==> src/include/cscc_pkg.sv <==
// Constants and types for the card supply converter control block.
package cscc_pkg;
    localparam int CLK_MHZ = 250;
    localparam int SETTLE_US = 20;
    localparam int SETTLE_CYC = SETTLE_US * CLK_MHZ;
    localparam int STARTUP_US = 200;
    localparam int STARTUP_CYC = STARTUP_US * CLK_MHZ;
    localparam int CNT_W = 16;
    localparam logic [7:0] OFF_CONTROL = 8'hef;
    localparam logic [7:0] OFF_SELECT = 8'hf0;
    localparam logic [7:0] OFF_REQUEST = 8'hf1;
    localparam logic [7:0] OFF_STATUS = 8'hf2;
    localparam logic [7:0] OFF_IRQ_STAT = 8'hf3;
    localparam logic [7:0] OFF_IRQ_MASK = 8'hf4;
    localparam int BIT_ON = 7;
    localparam int BIT_READY = 6;
    localparam int BIT_LOADED = 5;
    localparam logic [7:0] CTRL_RESET = 8'h00;
    localparam logic [1:0] SEL_1V8 = 2'h0;
    localparam logic [1:0] SEL_3V = 2'h1;
    localparam logic [1:0] SEL_5V = 2'h2;
    localparam int IRQ_W = 4;
    localparam int IRQ_READY = 0;
    localparam int IRQ_VOK = 1;
    localparam int IRQ_REMOVED = 2;
    localparam int IRQ_AUTO_OFF = 3;
    typedef enum logic [4:0] {
        CSCC_OFF = 5'h01,
        CSCC_START = 5'h02,
        CSCC_READY = 5'h04,
        CSCC_SETTLE = 5'h08,
        CSCC_LOADED = 5'h10
    } cscc_state_t;
endpackage

==> src/design/cscc_top.sv <==
// Card supply converter control with Avalon-MM register slave and interrupt.
`timescale 1ns/1ps
module cscc_top #(
    parameter int STARTUP_CYCLES = cscc_pkg::STARTUP_CYC,
    parameter int SETTLE_CYCLES = cscc_pkg::SETTLE_CYC
) (
    input wire logic CLK,
    input wire logic RESET_N,
    input wire logic [7:0] AVS_ADDRESS,
    input wire logic AVS_READ,
    input wire logic AVS_WRITE,
    input wire logic [31:0] AVS_WRITEDATA,
    output logic [31:0] AVS_READDATA,
    output logic AVS_WAITREQUEST,
    input wire logic CARD_PRESENCE,
    output logic CONVERTER_ENABLE,
    output logic [1:0] CARD_LEVEL,
    output logic CARD_SUPPLY,
    output logic IRQ
);
    cscc_pkg::cscc_state_t state_r, state_nxt;
    logic [cscc_pkg::CNT_W-1:0] cnt_r, cnt_nxt;
    logic on_r, req_r, ack_r;
    logic [1:0] sel_r;
    logic [cscc_pkg::IRQ_W-1:0] ist_r, imask_r, ev;
    logic pres_d_r;

    // Single-cycle answer: waitrequest drops one edge after the request rises.
    wire access = (AVS_READ | AVS_WRITE) & ~ack_r;
    // A write lands only at the edge where waitrequest is sampled low; a request held on writes again every second cycle.
    wire wr = AVS_WRITE & ack_r;
    wire wr_ctrl = wr & (AVS_ADDRESS == cscc_pkg::OFF_CONTROL);
    wire wr_sel = wr & (AVS_ADDRESS == cscc_pkg::OFF_SELECT);
    wire wr_req = wr & (AVS_ADDRESS == cscc_pkg::OFF_REQUEST);
    wire wr_ist = wr & (AVS_ADDRESS == cscc_pkg::OFF_IRQ_STAT);
    wire wr_imask = wr & (AVS_ADDRESS == cscc_pkg::OFF_IRQ_MASK);

    wire ready_flag = (state_r == cscc_pkg::CSCC_READY) | (state_r == cscc_pkg::CSCC_SETTLE)
        | (state_r == cscc_pkg::CSCC_LOADED);
    wire loaded_flag = (state_r == cscc_pkg::CSCC_LOADED);
    wire supply_on = (state_r == cscc_pkg::CSCC_SETTLE) | (state_r == cscc_pkg::CSCC_LOADED);
    wire removed = pres_d_r & ~CARD_PRESENCE;
    // Removal while running forces the converter off in hardware.
    wire auto_off = on_r & ~CARD_PRESENCE & (state_r != cscc_pkg::CSCC_OFF);
    wire on_nxt = auto_off ? 1'b0 : (wr_ctrl ? AVS_WRITEDATA[cscc_pkg::BIT_ON] : on_r);
    // The counter runs down to zero, so it is loaded one short of each wanted interval.
    localparam int STARTUP_LAST = STARTUP_CYCLES - 1;
    localparam int SETTLE_LAST = SETTLE_CYCLES - 1;
    wire [cscc_pkg::CNT_W-1:0] startup_load = STARTUP_LAST[cscc_pkg::CNT_W-1:0];
    wire [cscc_pkg::CNT_W-1:0] settle_load = SETTLE_LAST[cscc_pkg::CNT_W-1:0];

    wire [7:0] ctrl_rd = {on_r, ready_flag, loaded_flag, 5'h00};
    wire [7:0] status_rd = {5'h00, loaded_flag, CARD_PRESENCE, supply_on};
    wire [31:0] rd_mux =
        (AVS_ADDRESS == cscc_pkg::OFF_CONTROL) ? {24'h000000, ctrl_rd} :
        (AVS_ADDRESS == cscc_pkg::OFF_SELECT) ? {30'h00000000, sel_r} :
        (AVS_ADDRESS == cscc_pkg::OFF_REQUEST) ? {31'h00000000, req_r} :
        (AVS_ADDRESS == cscc_pkg::OFF_STATUS) ? {24'h000000, status_rd} :
        (AVS_ADDRESS == cscc_pkg::OFF_IRQ_STAT) ? {28'h0000000, ist_r} :
        (AVS_ADDRESS == cscc_pkg::OFF_IRQ_MASK) ? {28'h0000000, imask_r} : 32'h00000000;

    always_comb begin
        state_nxt = state_r;
        cnt_nxt = (cnt_r != '0) ? cnt_r - 1'b1 : cnt_r;
        ev = '0;
        if (!on_nxt) begin
            state_nxt = cscc_cast(cscc_pkg::CSCC_OFF);
            if (auto_off) begin
                ev[cscc_pkg::IRQ_AUTO_OFF] = 1'b1;
            end
        end else begin
            unique case (state_r)
                cscc_pkg::CSCC_OFF: begin
                    state_nxt = cscc_pkg::CSCC_START;
                    cnt_nxt = startup_load;
                end
                cscc_pkg::CSCC_START: begin
                    if (cnt_r == '0) begin
                        state_nxt = cscc_pkg::CSCC_READY;
                        ev[cscc_pkg::IRQ_READY] = 1'b1;
                    end
                end
                cscc_pkg::CSCC_READY: begin
                    // Request only honoured once ready and card present.
                    if (req_r && CARD_PRESENCE) begin
                        state_nxt = cscc_pkg::CSCC_SETTLE;
                        cnt_nxt = settle_load;
                    end
                end
                cscc_pkg::CSCC_SETTLE: begin
                    if (!req_r || !CARD_PRESENCE) begin
                        state_nxt = cscc_pkg::CSCC_READY;
                    end else if (wr_sel) begin
                        cnt_nxt = settle_load;
                    end else if (cnt_r == '0) begin
                        state_nxt = cscc_pkg::CSCC_LOADED;
                        ev[cscc_pkg::IRQ_VOK] = 1'b1;
                    end
                end
                cscc_pkg::CSCC_LOADED: begin
                    if (!req_r || !CARD_PRESENCE) begin
                        state_nxt = cscc_pkg::CSCC_READY;
                    end else if (wr_sel) begin
                        // A level change while loaded is tolerated but restarts settling.
                        state_nxt = cscc_pkg::CSCC_SETTLE;
                        cnt_nxt = settle_load;
                    end
                end
                default: state_nxt = cscc_pkg::CSCC_OFF;
            endcase
        end
        if (removed) begin
            ev[cscc_pkg::IRQ_REMOVED] = 1'b1;
        end
    end

    function automatic cscc_pkg::cscc_state_t cscc_cast(input cscc_pkg::cscc_state_t s);
        cscc_cast = s;
    endfunction

    always_ff @(posedge CLK or negedge RESET_N) begin
        if (!RESET_N) begin
            state_r <= cscc_pkg::CSCC_OFF;
            cnt_r <= '0;
            on_r <= cscc_pkg::CTRL_RESET[cscc_pkg::BIT_ON];
            sel_r <= cscc_pkg::SEL_1V8;
            req_r <= 1'b0;
            pres_d_r <= 1'b0;
        end else begin
            state_r <= state_nxt;
            cnt_r <= cnt_nxt;
            on_r <= on_nxt;
            pres_d_r <= CARD_PRESENCE;
            if (wr_sel && AVS_WRITEDATA[1:0] <= cscc_pkg::SEL_5V) begin
                sel_r <= AVS_WRITEDATA[1:0];
            end
            if (wr_req) begin
                req_r <= AVS_WRITEDATA[0];
            end
        end
    end

    // Set wins over a write-one clear in the same cycle, so no event is lost to a late clear.
    wire [cscc_pkg::IRQ_W-1:0] ist_clr = wr_ist ? AVS_WRITEDATA[cscc_pkg::IRQ_W-1:0] : '0;
    wire [cscc_pkg::IRQ_W-1:0] ist_nxt = (ist_r & ~ist_clr) | ev;

    // Supply is decided from the next state so that the pin and the state move on the same edge.
    wire supply_nxt = (state_nxt == cscc_pkg::CSCC_SETTLE || state_nxt == cscc_pkg::CSCC_LOADED)
        & CARD_PRESENCE;

    always_ff @(posedge CLK or negedge RESET_N) begin
        if (!RESET_N) begin
            ist_r <= '0;
            imask_r <= '0;
        end else begin
            ist_r <= ist_nxt;
            if (wr_imask) begin
                imask_r <= AVS_WRITEDATA[cscc_pkg::IRQ_W-1:0];
            end
        end
    end

    // Bus answer: one wait state, then waitrequest low for exactly one cycle with the read data.
    always_ff @(posedge CLK or negedge RESET_N) begin
        if (!RESET_N) begin
            ack_r <= 1'b0;
            AVS_READDATA <= 32'h00000000;
            AVS_WAITREQUEST <= 1'b1;
        end else begin
            ack_r <= access;
            AVS_WAITREQUEST <= ~access;
            if (access && AVS_READ) begin
                AVS_READDATA <= rd_mux;
            end
        end
    end

    // Converter and card pins are registered so the analog side never sees decode glitches.
    always_ff @(posedge CLK or negedge RESET_N) begin
        if (!RESET_N) begin
            CONVERTER_ENABLE <= 1'b0;
            CARD_LEVEL <= cscc_pkg::SEL_1V8;
            CARD_SUPPLY <= 1'b0;
        end else begin
            CONVERTER_ENABLE <= on_nxt;
            CARD_LEVEL <= sel_r;
            CARD_SUPPLY <= supply_nxt;
        end
    end

    // The interrupt uses the mask as it stood, so a mask write shows one cycle later.
    always_ff @(posedge CLK or negedge RESET_N) begin
        if (!RESET_N) begin
            IRQ <= 1'b0;
        end else begin
            IRQ <= |(ist_nxt & imask_r);
        end
    end

    property p_supply_needs_presence;
        @(posedge CLK) disable iff (!RESET_N)
        CARD_SUPPLY |-> $past(CARD_PRESENCE);
    endproperty
    a_supply_needs_presence: assert property (p_supply_needs_presence) else $error("supply without presence");

    property p_off_clears_ready;
        @(posedge CLK) disable iff (!RESET_N)
        !on_r |-> !ready_flag;
    endproperty
    a_off_clears_ready: assert property (p_off_clears_ready) else $error("ready while converter off");

    property p_loaded_implies_ready;
        @(posedge CLK) disable iff (!RESET_N)
        loaded_flag |-> ready_flag && on_r;
    endproperty
    a_loaded_implies_ready: assert property (p_loaded_implies_ready) else $error("loaded without ready");

    property p_auto_off;
        @(posedge CLK) disable iff (!RESET_N)
        auto_off |=> !on_r && !CONVERTER_ENABLE;
    endproperty
    a_auto_off: assert property (p_auto_off) else $error("no power-off on removal");

    property p_req_ignored;
        @(posedge CLK) disable iff (!RESET_N)
        !ready_flag |=> !CARD_SUPPLY;
    endproperty
    a_req_ignored: assert property (p_req_ignored) else $error("supply before ready");

    property p_settle_min;
        @(posedge CLK) disable iff (!RESET_N)
        $rose(state_r == cscc_pkg::CSCC_SETTLE) |-> (cnt_r == settle_load);
    endproperty
    a_settle_min: assert property (p_settle_min) else $error("settle count wrong");

    property p_on_write;
        @(posedge CLK) disable iff (!RESET_N)
        wr_ctrl && !AVS_WRITEDATA[cscc_pkg::BIT_ON] |=> !on_r;
    endproperty
    a_on_write: assert property (p_on_write) else $error("off write ignored");

    property p_ctrl_low_zero;
        @(posedge CLK) disable iff (!RESET_N)
        ctrl_rd[4:0] == 5'h00;
    endproperty
    a_ctrl_low_zero: assert property (p_ctrl_low_zero) else $error("reserved control bits nonzero");

    property p_supply_needs_ready;
        @(posedge CLK) disable iff (!RESET_N)
        CARD_SUPPLY |-> ready_flag;
    endproperty
    a_supply_needs_ready: assert property (p_supply_needs_ready) else $error("supply while not ready");

    property p_enable_follows_on;
        @(posedge CLK) disable iff (!RESET_N)
        CONVERTER_ENABLE == on_r;
    endproperty
    a_enable_follows_on: assert property (p_enable_follows_on) else $error("enable differs from on bit");

    property p_level_legal;
        @(posedge CLK) disable iff (!RESET_N)
        CARD_LEVEL <= cscc_pkg::SEL_5V;
    endproperty
    a_level_legal: assert property (p_level_legal) else $error("card level code illegal");

    property p_loaded_after_settle;
        @(posedge CLK) disable iff (!RESET_N)
        $rose(loaded_flag) |-> $past(state_r == cscc_pkg::CSCC_SETTLE) && ($past(cnt_r) == '0);
    endproperty
    a_loaded_after_settle: assert property (p_loaded_after_settle) else $error("loaded before settling");

    property p_removed_event;
        @(posedge CLK) disable iff (!RESET_N)
        removed |=> ist_r[cscc_pkg::IRQ_REMOVED];
    endproperty
    a_removed_event: assert property (p_removed_event) else $error("removal event lost");

    property p_on_write_one;
        @(posedge CLK) disable iff (!RESET_N)
        wr_ctrl && AVS_WRITEDATA[cscc_pkg::BIT_ON] && !auto_off |=> on_r;
    endproperty
    a_on_write_one: assert property (p_on_write_one) else $error("on write ignored");

    property p_select_refused;
        @(posedge CLK) disable iff (!RESET_N)
        wr_sel && (AVS_WRITEDATA[1:0] > cscc_pkg::SEL_5V) |=> $stable(sel_r);
    endproperty
    a_select_refused: assert property (p_select_refused) else $error("illegal level accepted");
endmodule

==> config.mk <==
export PLATFORM = sky130hd
export DESIGN_NAME = cscc_top
export DESIGN_NICKNAME = d
export VERILOG_FILES = /design/src/include/cscc_pkg.sv /design/src/design/cscc_top.sv
export SDC_FILE = /design/constraint.sdc
export NUM_CORES = 1
export LEC_CHECK = 0
export BUFFER_PORTS_ARGS = -buffer_cell sky130_fd_sc_hd__buf_2
export CORE_MARGIN = 1.5
export CORE_UTILIZATION = 45
export DETAILED_ROUTE_END_ITERATION = 16
export PLACE_DENSITY = 0.78
export SLEW_MARGIN = 40
export SYNTH_ARGS = -nofsm -noshare
export SYNTH_HDL_FRONTEND = slang
export SYNTH_SLANG_ARGS = --single-unit
==> constraint.sdc <==
create_clock -name CLK -period 2.35 [get_ports CLK]
set_input_delay 0 -clock CLK [delete_from_list [all_inputs] [get_ports CLK]]
set_output_delay 0 -clock CLK [all_outputs]
set_load 0.005 [all_outputs]
==> reports/results.md <==
• completed — outcome
• 5 — number of buffers added by the clock tree synthesis step
• 0 — Remaining DRCs
• dfrtp_1 — leading cell type in the layout, fill and taps excluded
• 47 — sinks on the clock net
• 2 — maximum clock insertion buffer count
• 0.007052 ns — worst-case clock skew
• 100.0% — share of async-settable or async-resettable flops after synthesis
• 0.59 ns — worst stage delay on the critical path
• 40.95% — share of Yosys cell area claimed by the top area cell type
• 91.92% — share of the clock period used by the worst path
• 9846 um — first-pass GRT wire length
• or4_4 — cell with the largest stage delay on the worst path
• 462.9 MHz — highest clock frequency the design can meet
• 9.650 um2 — Post-Synthesis Mean Instance Area
• 47 — register bit count reported by yosys
• 45 x dfrtp_1, 29 x buf_2, 25 x conb_1, 23 x nor2_1, 17 x o21ai_0 — top library cells by usage in the layout, fill and taps aside
• or4_4, nor3_1, nand2b_1, or3_1, o211ai_1 — ordered cell list for the critical path
• 2024 — number of global-route vias before repair
• 0 — total overflow reported by the global router
• 2.160 ns — shortest clock period the worst path allows after layout
• flip-flop — Critical Path End Type
• 14.70 um — routed len/inst
• 0.8674 — global placer's final weighted congestion
• no — setup repair after global routing missed its margin
• 5921 um2 — total core area
• 0 — antenna diode count
• 19.42% — overall fraction of global-route tracks in use
• 5 — maximum fanout count along the critical path
• 81.18 um — die boundary height
• 0.1898 ns — smallest setup slack after layout
• 83 — number of ports placed on the die boundary
• 149 — Iter 0 DRT Violations
• 2.55 ns — required arrival time at the worst endpoint
• 81.18 um — width of the chip
• dfrtp_1 — most used flip-flop cell after synthesis
• 0 — Warnings, synthesis
• 28.56% — met1 track demand over resource
• 5937 um — overall routed net length
• flip-flop — startpoint type of the worst setup path
• 0 — maxcap violations
• 1.321 nW — leakage component of the power
• 0 ns — setup TNS
• 0 — total count of max-transition violations in the final report
• 48 — largest net degree at the start of global routing
• 28 — count of standard-cell rows
• 2750 um2 — synthesized area
• 6589 um2 — total die area
• 11.83% — synthesis-to-finish area growth
• 0.08 ns — CTS clk-pin slew, worst paths
• 0.5796 ns — Slew @ Worst Pin
• 3.034% — global-route met3 utilization
• 2 — CTS H-tree depth
• 0.30 ns — clock insertion delay at the later pin of the skew report
• 657.5 nW/um2 — pwr dens
• 4405 um — DP HPWL
• dfrtp_1 41%, buf_4 6.8%, xnor2_1 4.1%, nor2_1 3.1%, o21ai_0 3.1% — Area contributors post-synth
• 0 — initial antenna violation count
• 285 — cell count after synthesis
• 374 — total number of nets in the final design
• 0.2382 ns — worst setup timing slack at the placement stage
• 0 — Final Hold Vio Count
• dfrtp_1 — largest area contributor in the synthesized netlist
• 0 — count of endpoints failing setup in the final report
• 5.505 — via/cell ratio
• 390 — number of placed instances, taps included
• 30.00% — met2 Resource Use GR
• 0.2441 mV — peak ir drop on the vdd network
• 4 — total iterations of the first detailed-routing run
• 30 — PortBufs
• input pin to flip-flop — path type of the worst min-delay path
• flip-flop to flip-flop — WS Path Type
• 404 — Finished Layout Cells
• 62 — number of different library cells in the post-synthesis netlist
• built — CTS tree
• 0 — count of flip-flops with a built-in enable after synthesis
• 42.86% — register area share after synthesis
• 60.36% — normalized max-slew margin
• met2 — global route hottest layer
• 2224 — vias post-DR
• 20.97% — fraction of final layout cells with drive strength greater than 1
• clkbuf_8 — clock tree root buffer cell
• 2.36 ns — Arrival @ worst endpoint
• 46.45% — initial cell density of the core
• 0 — number of antenna-violating nets in the routed design
==> through the flow <==
| stage | hold slack (ns) | utilization [%] | instance area (um2) | power, W |
|---|---|---|---|---|
| after floorplan | -0.2956 | - | 2840 | 0.001431 |
| after detailed placement | 0.04906 | 49.56 | 2934 | 0.001560 |
| final | 0.01105 | 51.94 | 3075 | 0.002022 |
| after CTS | 0.009313 | 51.94 | 3075 | 0.002031 |
| after global placement | 0.2182 | 49.51 | 2932 | 0.001532 |
| after global routing | 0.02886 | 51.94 | 3075 | 0.002157 |
==> power by group <==
part / internal, W / total (W) / switching [W]
clock: 0.000209 / 0.000465 / 0.000256
sequential: 0.000954 / 0.00110 / 0.000147
combinational: 0.000228 / 0.000457 / 0.000229
total: 0.00139 / 0.00202 / 0.000632
==> path summary, 6_finish.rpt <==
check / slack, ns / to / startpoint / cells after the start
max in group asynchronous: 1.69 / cnt_r[1] / RESET_N / 2
worst min-delay path: 0.01 / AVS_WAITREQUEST / AVS_READ / 3
min in group asynchronous: 0.25 / imask_r[1] / RESET_N / 2
worst min register to register: 0.44 / CARD_LEVEL[1] / sel_r[1] / 0
worst max register to register: 0.19 / IRQ / cnt_r[10] / 5
worst max-delay path: 0.19 / IRQ / cnt_r[10] / 5
==> logic make-up after synthesis <==
logic type,count (synthesis),synth area share (%)
muxes,5,2.047
DFF,47,42.86
and+or+nand+nor,109,24.07
adders and majority gates,1,0.4549
xor gates and xnor gates,15,4.777
other,1,0.1364
AOI/OAI and AO/OA,67,16.70
buffers and inverters,40,8.963
==> routing by layer <==
| metal | wire length (um) | vias up |
|---|---|---|
| li1 | - | 1079 |
| met1 | 2801 | 1061 |
| met2 | 2725 | 80 |
| met3 | 358 | 4 |
| met4 | 52 | 0 |
| met5 | 0 | - |
==> Yosys cell counts, types with 4 or more instances <==
cell / count
or2_2: 5
o31ai_1: 5
nor4_1: 5
a21oi_1: 12
mux2_2: 5
dfrtp_1: 45
inv_1: 7
nor2_1: 23
xnor2_1: 13
nand3_1: 4
nor3_1: 9
buf_4: 25
or3_1: 5
nand2_1: 15
o21ai_0: 17
nand2b_1: 8
clkbuf_1: 6
==> cell type report <==
cell class / count / area, um2
Tap cell: 75 / 93.84
Sequential cell: 47 / 1179
Clock inverter: 1 / 5.005
Multi-Input combinational cell: 222 / 1415
Fill cell: 535 / 2845
Clock buffer: 7 / 76.32
Inverter: 7 / 26.28
Timing Repair Buffer: 45 / 280.3
==> flip-flops by register name, indices dropped and copies added (netlist names) <==
name              count
cnt_r                16
pres_d_r              1
req_r                 1
imask_r               4
CARD_LEVEL            2
ack_r                 1
CONVERTER_ENABLE      1
IRQ                   1
AVS_WAITREQUEST       1
AVS_READDATA          7
CARD_SUPPLY           1
state_r               5
ist_r                 4
sel_r                 2
==> critical path: cells and delay by family, from the launching register on <==
kind	cells	cell delay, ns
AOI/OAI and AO/OA	1	0.27
DFF	1	0.43
and+or+nand+nor	4	1.38
==> what timing repair did <==
item | 4_1_cts | 5_1_grt
hold buffers | 6 | 0
gates resized for setup | 0 | 0
setup buffers | 0 | 0
endpoints found under the hold margin | 53 | 0
(Power assumes the default switching activity.)
